[src/rtl/alc_pkg.sv]
// package for the link clock and sysref control block
package alc_pkg;
    // register word offsets (byte addresses)
    localparam logic [7:0] REG_CTRL_OFF = 8'h00;
    localparam logic [7:0] REG_FRAMES_OFF = 8'h04;
    localparam logic [7:0] REG_TRIM_OFF = 8'h08;
    localparam logic [7:0] REG_STATUS_OFF = 8'h0C;
    localparam logic [7:0] REG_LINK_OFF = 8'h10;
    // control field positions
    localparam int CTRL_DIV_LSB = 0;
    localparam int CTRL_DCOFF_BIT = 2;
    localparam int CTRL_GATE_BIT = 3;
    localparam int CTRL_SROFS_BIT = 4;
    // trim field positions
    localparam int TRIM_PHASE_LSB = 0;
    localparam int TRIM_AMP_LSB = 4;
    // frames per multiframe limits and reset value
    localparam logic [5:0] FRAMES_MIN = 6'h09;
    localparam logic [5:0] FRAMES_MAX = 6'h20;
    localparam logic [5:0] FRAMES_RST = 6'h20;
    // link constants: lanes, samples, octets per frame
    localparam logic [1:0] LINK_LANES = 2'h1;
    localparam logic [1:0] LINK_SAMPLES = 2'h1;
    localparam logic [1:0] LINK_OCTETS = 2'h2;
    // alignment sequence length in multiframes
    localparam logic [2:0] ILA_MULTIFRAMES = 3'h4;
    // sync hold in frames
    localparam logic [2:0] SYNC_HOLD_FRAMES = 3'h4;
    // divider ratio codes
    typedef enum logic [1:0] {DIV_BY1, DIV_BY2, DIV_BY4, DIV_BY8} alc_div_type;
    // configuration carried as one bundle
    typedef struct packed {
        alc_div_type div;
        logic dc_offset_en;
        logic gate_en;
        logic sysref_offset_en;
        logic [3:0] phase_trim;
        logic [2:0] amp_trim;
        logic [5:0] frames;
    } alc_cfg_type;
endpackage : alc_pkg

[src/rtl/alc_core.sv]
// link clock divider, frame/multiframe timing, sysref gate and register slave
// Notes on behaviour
// - one lane, one sample, two octets per frame
// - frames per multiframe 9..32, reset 32
// - sample ticks divide device clock 1/2/4/8; sample_clk_o divides it 2/2/4/8
// - divider ratio change restarts the link
// - dc offset removal bypassed until enabled
// - samples framed and sent on one lane
// - frame/multiframe timing from clock and sysref; sync re-arms alignment and gates lane_valid_o
// - non-toggling sysref is treated as idle
// - sysref anded with gate enable
// - gated-off sysref edges leave alignment unchanged
// - gate disabled after reset
// - offset and gate enables software writable
// - 4-bit phase, 3-bit amplitude trim fields
// - all settings through the register port
// - alignment sequence lasts four multiframes
`timescale 1ns/1ps
module alc_core #(
    parameter int IDLE_CYCLES = 64 // sysref quiet cycles before idle
) (
    // clock and reset
    input wire logic clk_i,
    input wire logic rst_i,
    // wishbone slave
    input wire logic wb_cyc_i,
    input wire logic wb_stb_i,
    input wire logic wb_we_i,
    input wire logic [7:0] wb_adr_i,
    input wire logic [3:0] wb_sel_i,
    input wire logic [31:0] wb_dat_i,
    output logic [31:0] wb_dat_o,
    output logic wb_ack_o,
    // link side inputs
    input wire logic sysref_i,
    input wire logic sync_n_i,
    // sample path
    input wire logic [13:0] sample_i,
    // timing and link outputs
    output logic sample_clk_o,
    output logic frame_tick_o,
    output logic mframe_tick_o,
    output logic link_reinit_o,
    output logic ila_active_o,
    output logic [15:0] lane_word_o,
    output logic lane_valid_o,
    output logic sysref_idle_o,
    output alc_pkg::alc_cfg_type cfg_o
);
    alc_pkg::alc_cfg_type cfg_q; // live configuration
    logic [7:0] div_cnt_q; // divider counter
    logic [7:0] div_len; // cycles per sample
    logic [5:0] frame_cnt_q; // frame index in multiframe
    logic sysref_q; // previous gated sysref
    logic sysref_gated; // sysref after detection gate
    logic sysref_rise; // gated rising edge
    logic [15:0] idle_cnt_q; // quiet-time counter
    logic sysref_raw_q; // previous raw sysref
    logic sample_tick; // one cycle per sample
    logic mf_end; // last frame of multiframe
    logic [2:0] ila_cnt_q; // multiframes left in alignment
    logic reinit_q; // pending restart
    logic [15:0] dc_acc_q; // dc estimate
    logic [15:0] proc_sample; // sample after dc stage
    logic wr_stb; // bus write strobe
    logic [7:0] realign_cnt_q; // count of accepted sysref edges
    // divider length from ratio code
    always_comb begin
        case (cfg_q.div)
            alc_pkg::DIV_BY1: div_len = 8'h01;
            alc_pkg::DIV_BY2: div_len = 8'h02;
            alc_pkg::DIV_BY4: div_len = 8'h04;
            alc_pkg::DIV_BY8: div_len = 8'h08;
            default: div_len = 8'h01;
        endcase
    end
    // detection gate: raw sysref only passes with gate on
    assign sysref_gated = sysref_i & cfg_q.gate_en;
    assign sysref_rise = sysref_gated & ~sysref_q;
    assign sample_tick = (div_cnt_q == div_len - 8'h01);
    // compare with >= so a smaller count written mid-multiframe cannot let the counter run past it
    assign mf_end = sample_tick && (frame_cnt_q >= cfg_q.frames - 6'h01);
    assign wr_stb = wb_cyc_i & wb_stb_i & wb_we_i & ~wb_ack_o;
    // register writes; ratio change flags a restart
    always_ff @(posedge clk_i) begin
        if (rst_i) begin
            cfg_q <= '{div: alc_pkg::DIV_BY1, dc_offset_en: 1'b0, gate_en: 1'b0,
                       sysref_offset_en: 1'b0, phase_trim: 4'h0, amp_trim: 3'h0,
                       frames: alc_pkg::FRAMES_RST};
            reinit_q <= 1'b0;
        end else begin
            reinit_q <= 1'b0;
            if (wr_stb && wb_sel_i[0]) begin
                case (wb_adr_i)
                    alc_pkg::REG_CTRL_OFF: begin
                        cfg_q.div <= alc_pkg::alc_div_type'(wb_dat_i[alc_pkg::CTRL_DIV_LSB +: 2]);
                        cfg_q.dc_offset_en <= wb_dat_i[alc_pkg::CTRL_DCOFF_BIT];
                        cfg_q.gate_en <= wb_dat_i[alc_pkg::CTRL_GATE_BIT];
                        cfg_q.sysref_offset_en <= wb_dat_i[alc_pkg::CTRL_SROFS_BIT];
                        // only a real ratio change restarts the link
                        if (wb_dat_i[alc_pkg::CTRL_DIV_LSB +: 2] != cfg_q.div) begin
                            reinit_q <= 1'b1;
                        end
                    end
                    alc_pkg::REG_FRAMES_OFF: begin
                        // out of range values are clamped, never stored
                        if ((|wb_dat_i[31:6]) || wb_dat_i[5:0] > alc_pkg::FRAMES_MAX) begin
                            cfg_q.frames <= alc_pkg::FRAMES_MAX;
                        end else if (wb_dat_i[5:0] < alc_pkg::FRAMES_MIN) begin
                            cfg_q.frames <= alc_pkg::FRAMES_MIN;
                        end else begin
                            cfg_q.frames <= wb_dat_i[5:0];
                        end
                    end
                    alc_pkg::REG_TRIM_OFF: begin
                        cfg_q.phase_trim <= wb_dat_i[alc_pkg::TRIM_PHASE_LSB +: 4];
                        cfg_q.amp_trim <= wb_dat_i[alc_pkg::TRIM_AMP_LSB +: 3];
                    end
                    default: begin
                    end
                endcase
            end
        end
    end
    // bus answer: one-cycle ack, unmapped reads zero
    always_ff @(posedge clk_i) begin
        if (rst_i) begin
            wb_ack_o <= 1'b0;
            wb_dat_o <= 32'h0000_0000;
        end else begin
            wb_ack_o <= wb_cyc_i & wb_stb_i & ~wb_ack_o;
            wb_dat_o <= 32'h0000_0000;
            if (wb_cyc_i && wb_stb_i && !wb_we_i) begin
                case (wb_adr_i)
                    alc_pkg::REG_CTRL_OFF: wb_dat_o <= {27'h000_0000, cfg_q.sysref_offset_en, cfg_q.gate_en,
                                                        cfg_q.dc_offset_en, cfg_q.div};
                    alc_pkg::REG_FRAMES_OFF: wb_dat_o <= {26'h000_0000, cfg_q.frames};
                    alc_pkg::REG_TRIM_OFF: wb_dat_o <= {25'h000_0000, cfg_q.amp_trim, cfg_q.phase_trim};
                    alc_pkg::REG_STATUS_OFF: wb_dat_o <= {16'h0000, realign_cnt_q, 4'h0, sync_n_i,
                                                          ila_active_o, sysref_idle_o, sysref_i};
                    alc_pkg::REG_LINK_OFF: wb_dat_o <= {26'h000_0000, alc_pkg::LINK_OCTETS,
                                                        alc_pkg::LINK_SAMPLES, alc_pkg::LINK_LANES};
                    default: wb_dat_o <= 32'h0000_0000;
                endcase
            end
        end
    end
    // sampling clock divider
    always_ff @(posedge clk_i) begin
        if (rst_i || reinit_q) begin
            div_cnt_q <= 8'h00;
            sample_clk_o <= 1'b0;
        end else begin
            div_cnt_q <= sample_tick ? 8'h00 : div_cnt_q + 8'h01;
            sample_clk_o <= (cfg_q.div == alc_pkg::DIV_BY1) ? ~sample_clk_o
                            : (div_cnt_q < (div_len >> 1)) ? 1'b0 : 1'b1;
        end
    end
    // frame and multiframe counters; frame equals sample with one sample per frame
    always_ff @(posedge clk_i) begin
        if (rst_i) begin
            frame_cnt_q <= 6'h00;
            sysref_q <= 1'b0;
            frame_tick_o <= 1'b0;
            mframe_tick_o <= 1'b0;
            realign_cnt_q <= 8'h00;
        end else begin
            sysref_q <= sysref_gated;
            frame_tick_o <= sample_tick;
            mframe_tick_o <= mf_end;
            if (sysref_rise) begin
                frame_cnt_q <= 6'h00;
                realign_cnt_q <= realign_cnt_q + 8'h01;
            end else if (mf_end) begin
                frame_cnt_q <= 6'h00;
            end else if (sample_tick) begin
                frame_cnt_q <= frame_cnt_q + 6'h01;
            end
        end
    end
    // sysref idle detection on the raw input
    always_ff @(posedge clk_i) begin
        if (rst_i) begin
            sysref_raw_q <= 1'b0;
            idle_cnt_q <= 16'h0000;
            sysref_idle_o <= 1'b1;
        end else begin
            sysref_raw_q <= sysref_i;
            if (sysref_i != sysref_raw_q) begin
                idle_cnt_q <= 16'h0000;
                sysref_idle_o <= 1'b0;
            end else if (idle_cnt_q == 16'(IDLE_CYCLES - 1)) begin
                sysref_idle_o <= 1'b1;
            end else begin
                idle_cnt_q <= idle_cnt_q + 16'h0001;
            end
        end
    end
    // link start: sync low or restart re-arms four multiframes of alignment
    always_ff @(posedge clk_i) begin
        if (rst_i || reinit_q || !sync_n_i) begin
            ila_cnt_q <= alc_pkg::ILA_MULTIFRAMES;
            ila_active_o <= 1'b1;
            link_reinit_o <= rst_i ? 1'b0 : reinit_q;
        end else begin
            link_reinit_o <= 1'b0;
            if (mf_end && ila_cnt_q != 3'h0) begin
                ila_cnt_q <= ila_cnt_q - 3'h1;
                ila_active_o <= (ila_cnt_q != 3'h1);
            end
        end
    end
    // dc offset removal: leaky estimate subtracted only when enabled
    assign proc_sample = cfg_q.dc_offset_en ? ({{2{sample_i[13]}}, sample_i} - dc_acc_q)
                                            : {{2{sample_i[13]}}, sample_i};
    always_ff @(posedge clk_i) begin
        if (rst_i || !cfg_q.dc_offset_en) begin
            dc_acc_q <= 16'h0000;
        end else if (sample_tick) begin
            dc_acc_q <= dc_acc_q + {{6{proc_sample[15]}}, proc_sample[15:6]};
        end
    end
    // lane output: two octets per frame, one lane
    always_ff @(posedge clk_i) begin
        if (rst_i) begin
            lane_word_o <= 16'h0000;
            lane_valid_o <= 1'b0;
            cfg_o <= '0;
        end else begin
            lane_valid_o <= sample_tick && !ila_active_o && sync_n_i;
            if (sample_tick) begin
                lane_word_o <= {proc_sample[13:0], 2'b00};
            end
            cfg_o <= cfg_q;
        end
    end
endmodule : alc_core

[config.mk]
export PLATFORM = sky130hd
export DESIGN_NAME = alc_core
export DESIGN_NICKNAME = d
export VERILOG_FILES = /design/src/rtl/alc_pkg.sv /design/src/rtl/alc_core.sv
export SDC_FILE = /design/constraint.sdc
export NUM_CORES = 1
export LEC_CHECK = 0
export BUFFER_PORTS_ARGS = -buffer_cell sky130_fd_sc_hd__buf_2
export CAP_MARGIN = 20
export CELL_PAD_IN_SITES_DETAIL_PLACEMENT = 1
export CELL_PAD_IN_SITES_GLOBAL_PLACEMENT = 1
export CORE_UTILIZATION = 45
export CTS_CLUSTER_DIAMETER = 60
export DETAILED_ROUTE_END_ITERATION = 8
export PLACE_DENSITY = 0.93
export SYNTH_ARGS = -nofsm -noshare
export SYNTH_HDL_FRONTEND = slang
export SYNTH_SLANG_ARGS = --single-unit
[constraint.sdc]
create_clock -name clk_i -period 7.9 [get_ports clk_i]
set_input_delay 0.79 -clock clk_i [delete_from_list [all_inputs] [get_ports clk_i]]
set_output_delay 0.79 -clock clk_i [all_outputs]
set_load 0.03 [all_outputs]
==> metrics.cfg <==
[logic_synthesis]
synthAdderAreaFrac = 0.0880
ys_dominant_reg_cell = dfxtp_1
synth-edff-count = 0
synth_simple_gate_area_frac = 0.221
synth_seq_cells = 133
synthXorXnorAreaFrac = 0.0821
synth_top_family_by_area = simple AND/OR/NAND/NOR gates
synth_cells = 815
syn_area_per_cell_um2 = 8.58
seq_area_frac_synth = 0.381
synth_compound_area_frac = 0.130
synth.area.mux_share = 0.0426
netlist_area_um2 = 7000
yosysWarnings = 0
synth_cell_types = 66
async_flop_share = 0

[power_and_ir_drop]
power_density_nw_per_um2 = 204
intPower_mw = 1.27
clkPwrFrac = 0.514
peakVddDrop_mv = 0.160
comb_power_share = 0.082
switchingPower_mw = 0.424
power_leakage_nw = 3.85
p_sw_frac = 0.251
pwr-share-seq = 0.404

[clock_network]
worstSkewPairLatency_ns = 0.44
cts_hold_buf = 0
root_buffer = clkbuf_16
clk_path_buf_depth = 2
cts-htree-levels = 4
post_cts_buffers = 0
cts-resized-gates = 0
cts_tree = built
cts.sinks = 133
clk_pin_slew_ns = 0.06
cts_inserted_buffers = 17

[timing]
post-route-period-util = 0.649
clock.fmax_ghz = 0.195
skew_ns = 0.0148
hold_viol_final = 0
slew_headroom = 0.364
rsz0062_at_grt = false
worst_slew_pin_slew_ns = 0.947
fin_setup_tns_ns = 0
setup_viol = 0
slew_viol_final = 0
period_minus_slack_ns = 5.13

[place]
dp_hpwl_mm = 14.1
port_buffers = 116
place_area_um2 = 7650
gp_congestion = 0.835

[cells_and_area]
syn2layout_area_growth_pct = 18.4
nets = 1038
drive_above_1_share = 0.178
antenna_cells = 0
design_area_um2 = 8290

[global_route]
grt_pass1_vias = 6636
grt_pass1_wl_mm = 33.1
overflow = 0
track_usage = 0.265
antenna_found_initial = 0
grt_max_degree = 68

[min_path]
min_path_type = reg2reg

[die]
rows = 45
dieWidth_um = 127
core_um2 = 15200
ios = 139
dieArea_um2 = 16000
die_h_um = 127
start_util = 0.460

[drt]
route.vias.total = 6392
ant_nets = 0
wl_per_cell_um = 18.5
drt_iter0_markers = 508
avgViaCountPerCell = 5.68
wl_mm = 20.9
drcViolationCount = 0
dr.pass1.iters = 5

[critical_path]
cp-start-kind = input pin
required_ns = 8.19
cp_slowest_stage_delay_ns = 0.40
worst-path-max-fanout = 7
cp-end-kind = register
crit_buf_inv = 3
slowest_stage = fa_1
path_delay_family = compound AO/OA/AOI/OAI gates
cp.arrival_ns = 5.42
path_cells = buf_2, inv_1, ha_1, inv_1, fa_1, a21o_1, a21o_1, a211oi_1, o2111ai_1, o21ba_1, nor2_1, xnor2_1, nand2_1, nand2_1, ha_1, a21o_1, a2111oi_0, and3_1, nor4_1, nor3_1, xnor3_1, nand2_1, xor2_1, nor2_1
critical_path_class = in2reg

[job]
drv_cap = 0

[status]
status = completed

## cells in the mapped netlist, drive strengths merged (2+ instances only)
library cell,count,area [µm²]
fa,2,40.0
a22oi,3,22.5
nor2,111,417
a2111oi,2,17.5
nand2,82,308
a21o,18,143
nand4,9,56.3
xor2,36,315
o21ai,19,95.1
a211oi,13,97.6
a31oi,3,25.0
or2,4,25.0
nand3,22,110
dfxtp,133,2660
nor3b,2,15.0
and4,2,17.5
xnor2,27,236
nor2b,22,138
a22o,2,17.5
o21a,6,45.0
and2,4,25.0
o21bai,5,37.5
nand2b,6,37.5
buf,25,174
o211ai,3,22.5
clkbuf,20,75.1
inv,34,128
mux2,4,45.0
or3,2,12.5
ha,46,576
o2111ai,4,35.0
nor3,24,125
and3,26,163
mux2i,23,230
nor4,10,62.6
a21oi,39,199
a311oi,2,17.5
## cells by family (layout without fill, tap and decap cells)
kind of cell    after synthesis  in the layout
other cells                   1             19
buf+inv                      80            185
flops                       133            133
xor+xnor                     64             64
simple gates                330            330
mux                          28             28
fa+ha+maj                    48             48
compound gates              131            131
## final timing paths
path | cells past startpoint | slack, ns | start | endpoint
min reg2reg | 2 | 0.46 | lane_word_o[4] | lane_word_o[4]
min | 2 | 0.46 | lane_word_o[4] | lane_word_o[4]
max reg2reg | 22 | 2.89 | dc_acc_q[0] | dc_acc_q[15]
max | 24 | 2.77 | sample_i[0] | dc_acc_q[15]
## cell type report
cell class	instances	area [µm²]
clock inverters	14	198
flip-flops and latches	133	2660
repair buffers	119	603
multi-input cells	620	4020
well taps	188	235
inverters	34	128
fillers	1838	6920
clock buffers	18	439
## worst register-to-register path, delay by kind of cell, from the launching register on
| kind | cells | cell delay (ns) |
|---|---|---|
| and+or+nand+nor | 8 | 1.11 |
| adders and majority gates | 3 | 0.90 |
| buffers and inverters | 1 | 0.05 |
| DFF | 1 | 0.38 |
| AOI/OAI and AO/OA | 7 | 1.88 |
| xor gates and xnor gates | 3 | 0.56 |
## metrics by stage
step | util | hold slack (ns) | setup slack (ns) | std cells | total power [mW]
floorplan | - | 0.439 | 3.18 | 833 | 0.795
detailed placement | 0.503 | 0.442 | 2.38 | 1094 | 0.834
global route | 0.545 | 0.483 | 2.44 | 1126 | 1.74
finish | 0.545 | 0.458 | 2.77 | 1126 | 1.69
global placement | 0.503 | 0.434 | 2.52 | 1094 | 0.828
CTS | 0.545 | 0.463 | 2.82 | 1126 | 1.70
## placed cells by master, fill, tap and decap left out, types with 4 or more instances in the layout
cell | Yosys | routed
a211oi_1 | 13 | 13
buf_2 | 1 | 116
xnor2_1 | 27 | 27
ha_1 | 46 | 46
bufinv_16 | 0 | 4
and2_1 | 4 | 4
dfxtp_1 | 133 | 133
a21oi_1 | 38 | 38
o21a_1 | 6 | 6
clkbuf_16 | 0 | 17
nand2_1 | 82 | 82
mux2_2 | 4 | 4
o21ai_0 | 17 | 17
mux2i_1 | 23 | 23
nor2_1 | 111 | 111
xor2_1 | 36 | 36
nor4_1 | 10 | 10
nand4_1 | 9 | 9
nand2b_1 | 6 | 6
nand3_1 | 22 | 22
and3_1 | 26 | 26
inv_1 | 34 | 34
inv_6 | 0 | 4
nor3_1 | 23 | 23
conb_1 | 1 | 19
a21o_1 | 17 | 17
o21bai_1 | 5 | 5
nor2b_1 | 22 | 22
## sequential cells by signal, indices dropped and copies added (netlist names), 3 cells and up
signal,count
idle_cnt_q,16
cfg_q,18
dc_acc_q,16
lane_word_o,14
cfg_o,18
frame_cnt_q,6
realign_cnt_q,8
wb_dat_o,15
div_cnt_q,8
ila_cnt_q,3
## per-layer routing
layer	global-route usage	routed length, µm	vias to the layer above	share of wire
met5	0	0	-	0
met4	0.128	743	0	0.036
met3	0.0582	944	74	0.045
met2	0.490	10800	225	0.52
met1	0.286	8390	3089	0.40
li1	-	-	3004	-
## power by group through the flow
stage / clock (mW) / sequential [mW] / combinational, mW
2_1_floorplan: 0 / 0.709 / 0.0868
3_3_place_gp: 0 / 0.699 / 0.129
3_5_place_dp: 0 / 0.699 / 0.135
4_1_cts: 0.874 / 0.684 / 0.138
5_1_grt: 0.903 / 0.685 / 0.150
6_report: 0.869 / 0.684 / 0.139
No activity file was read; power rests on OpenSTA's default activity.
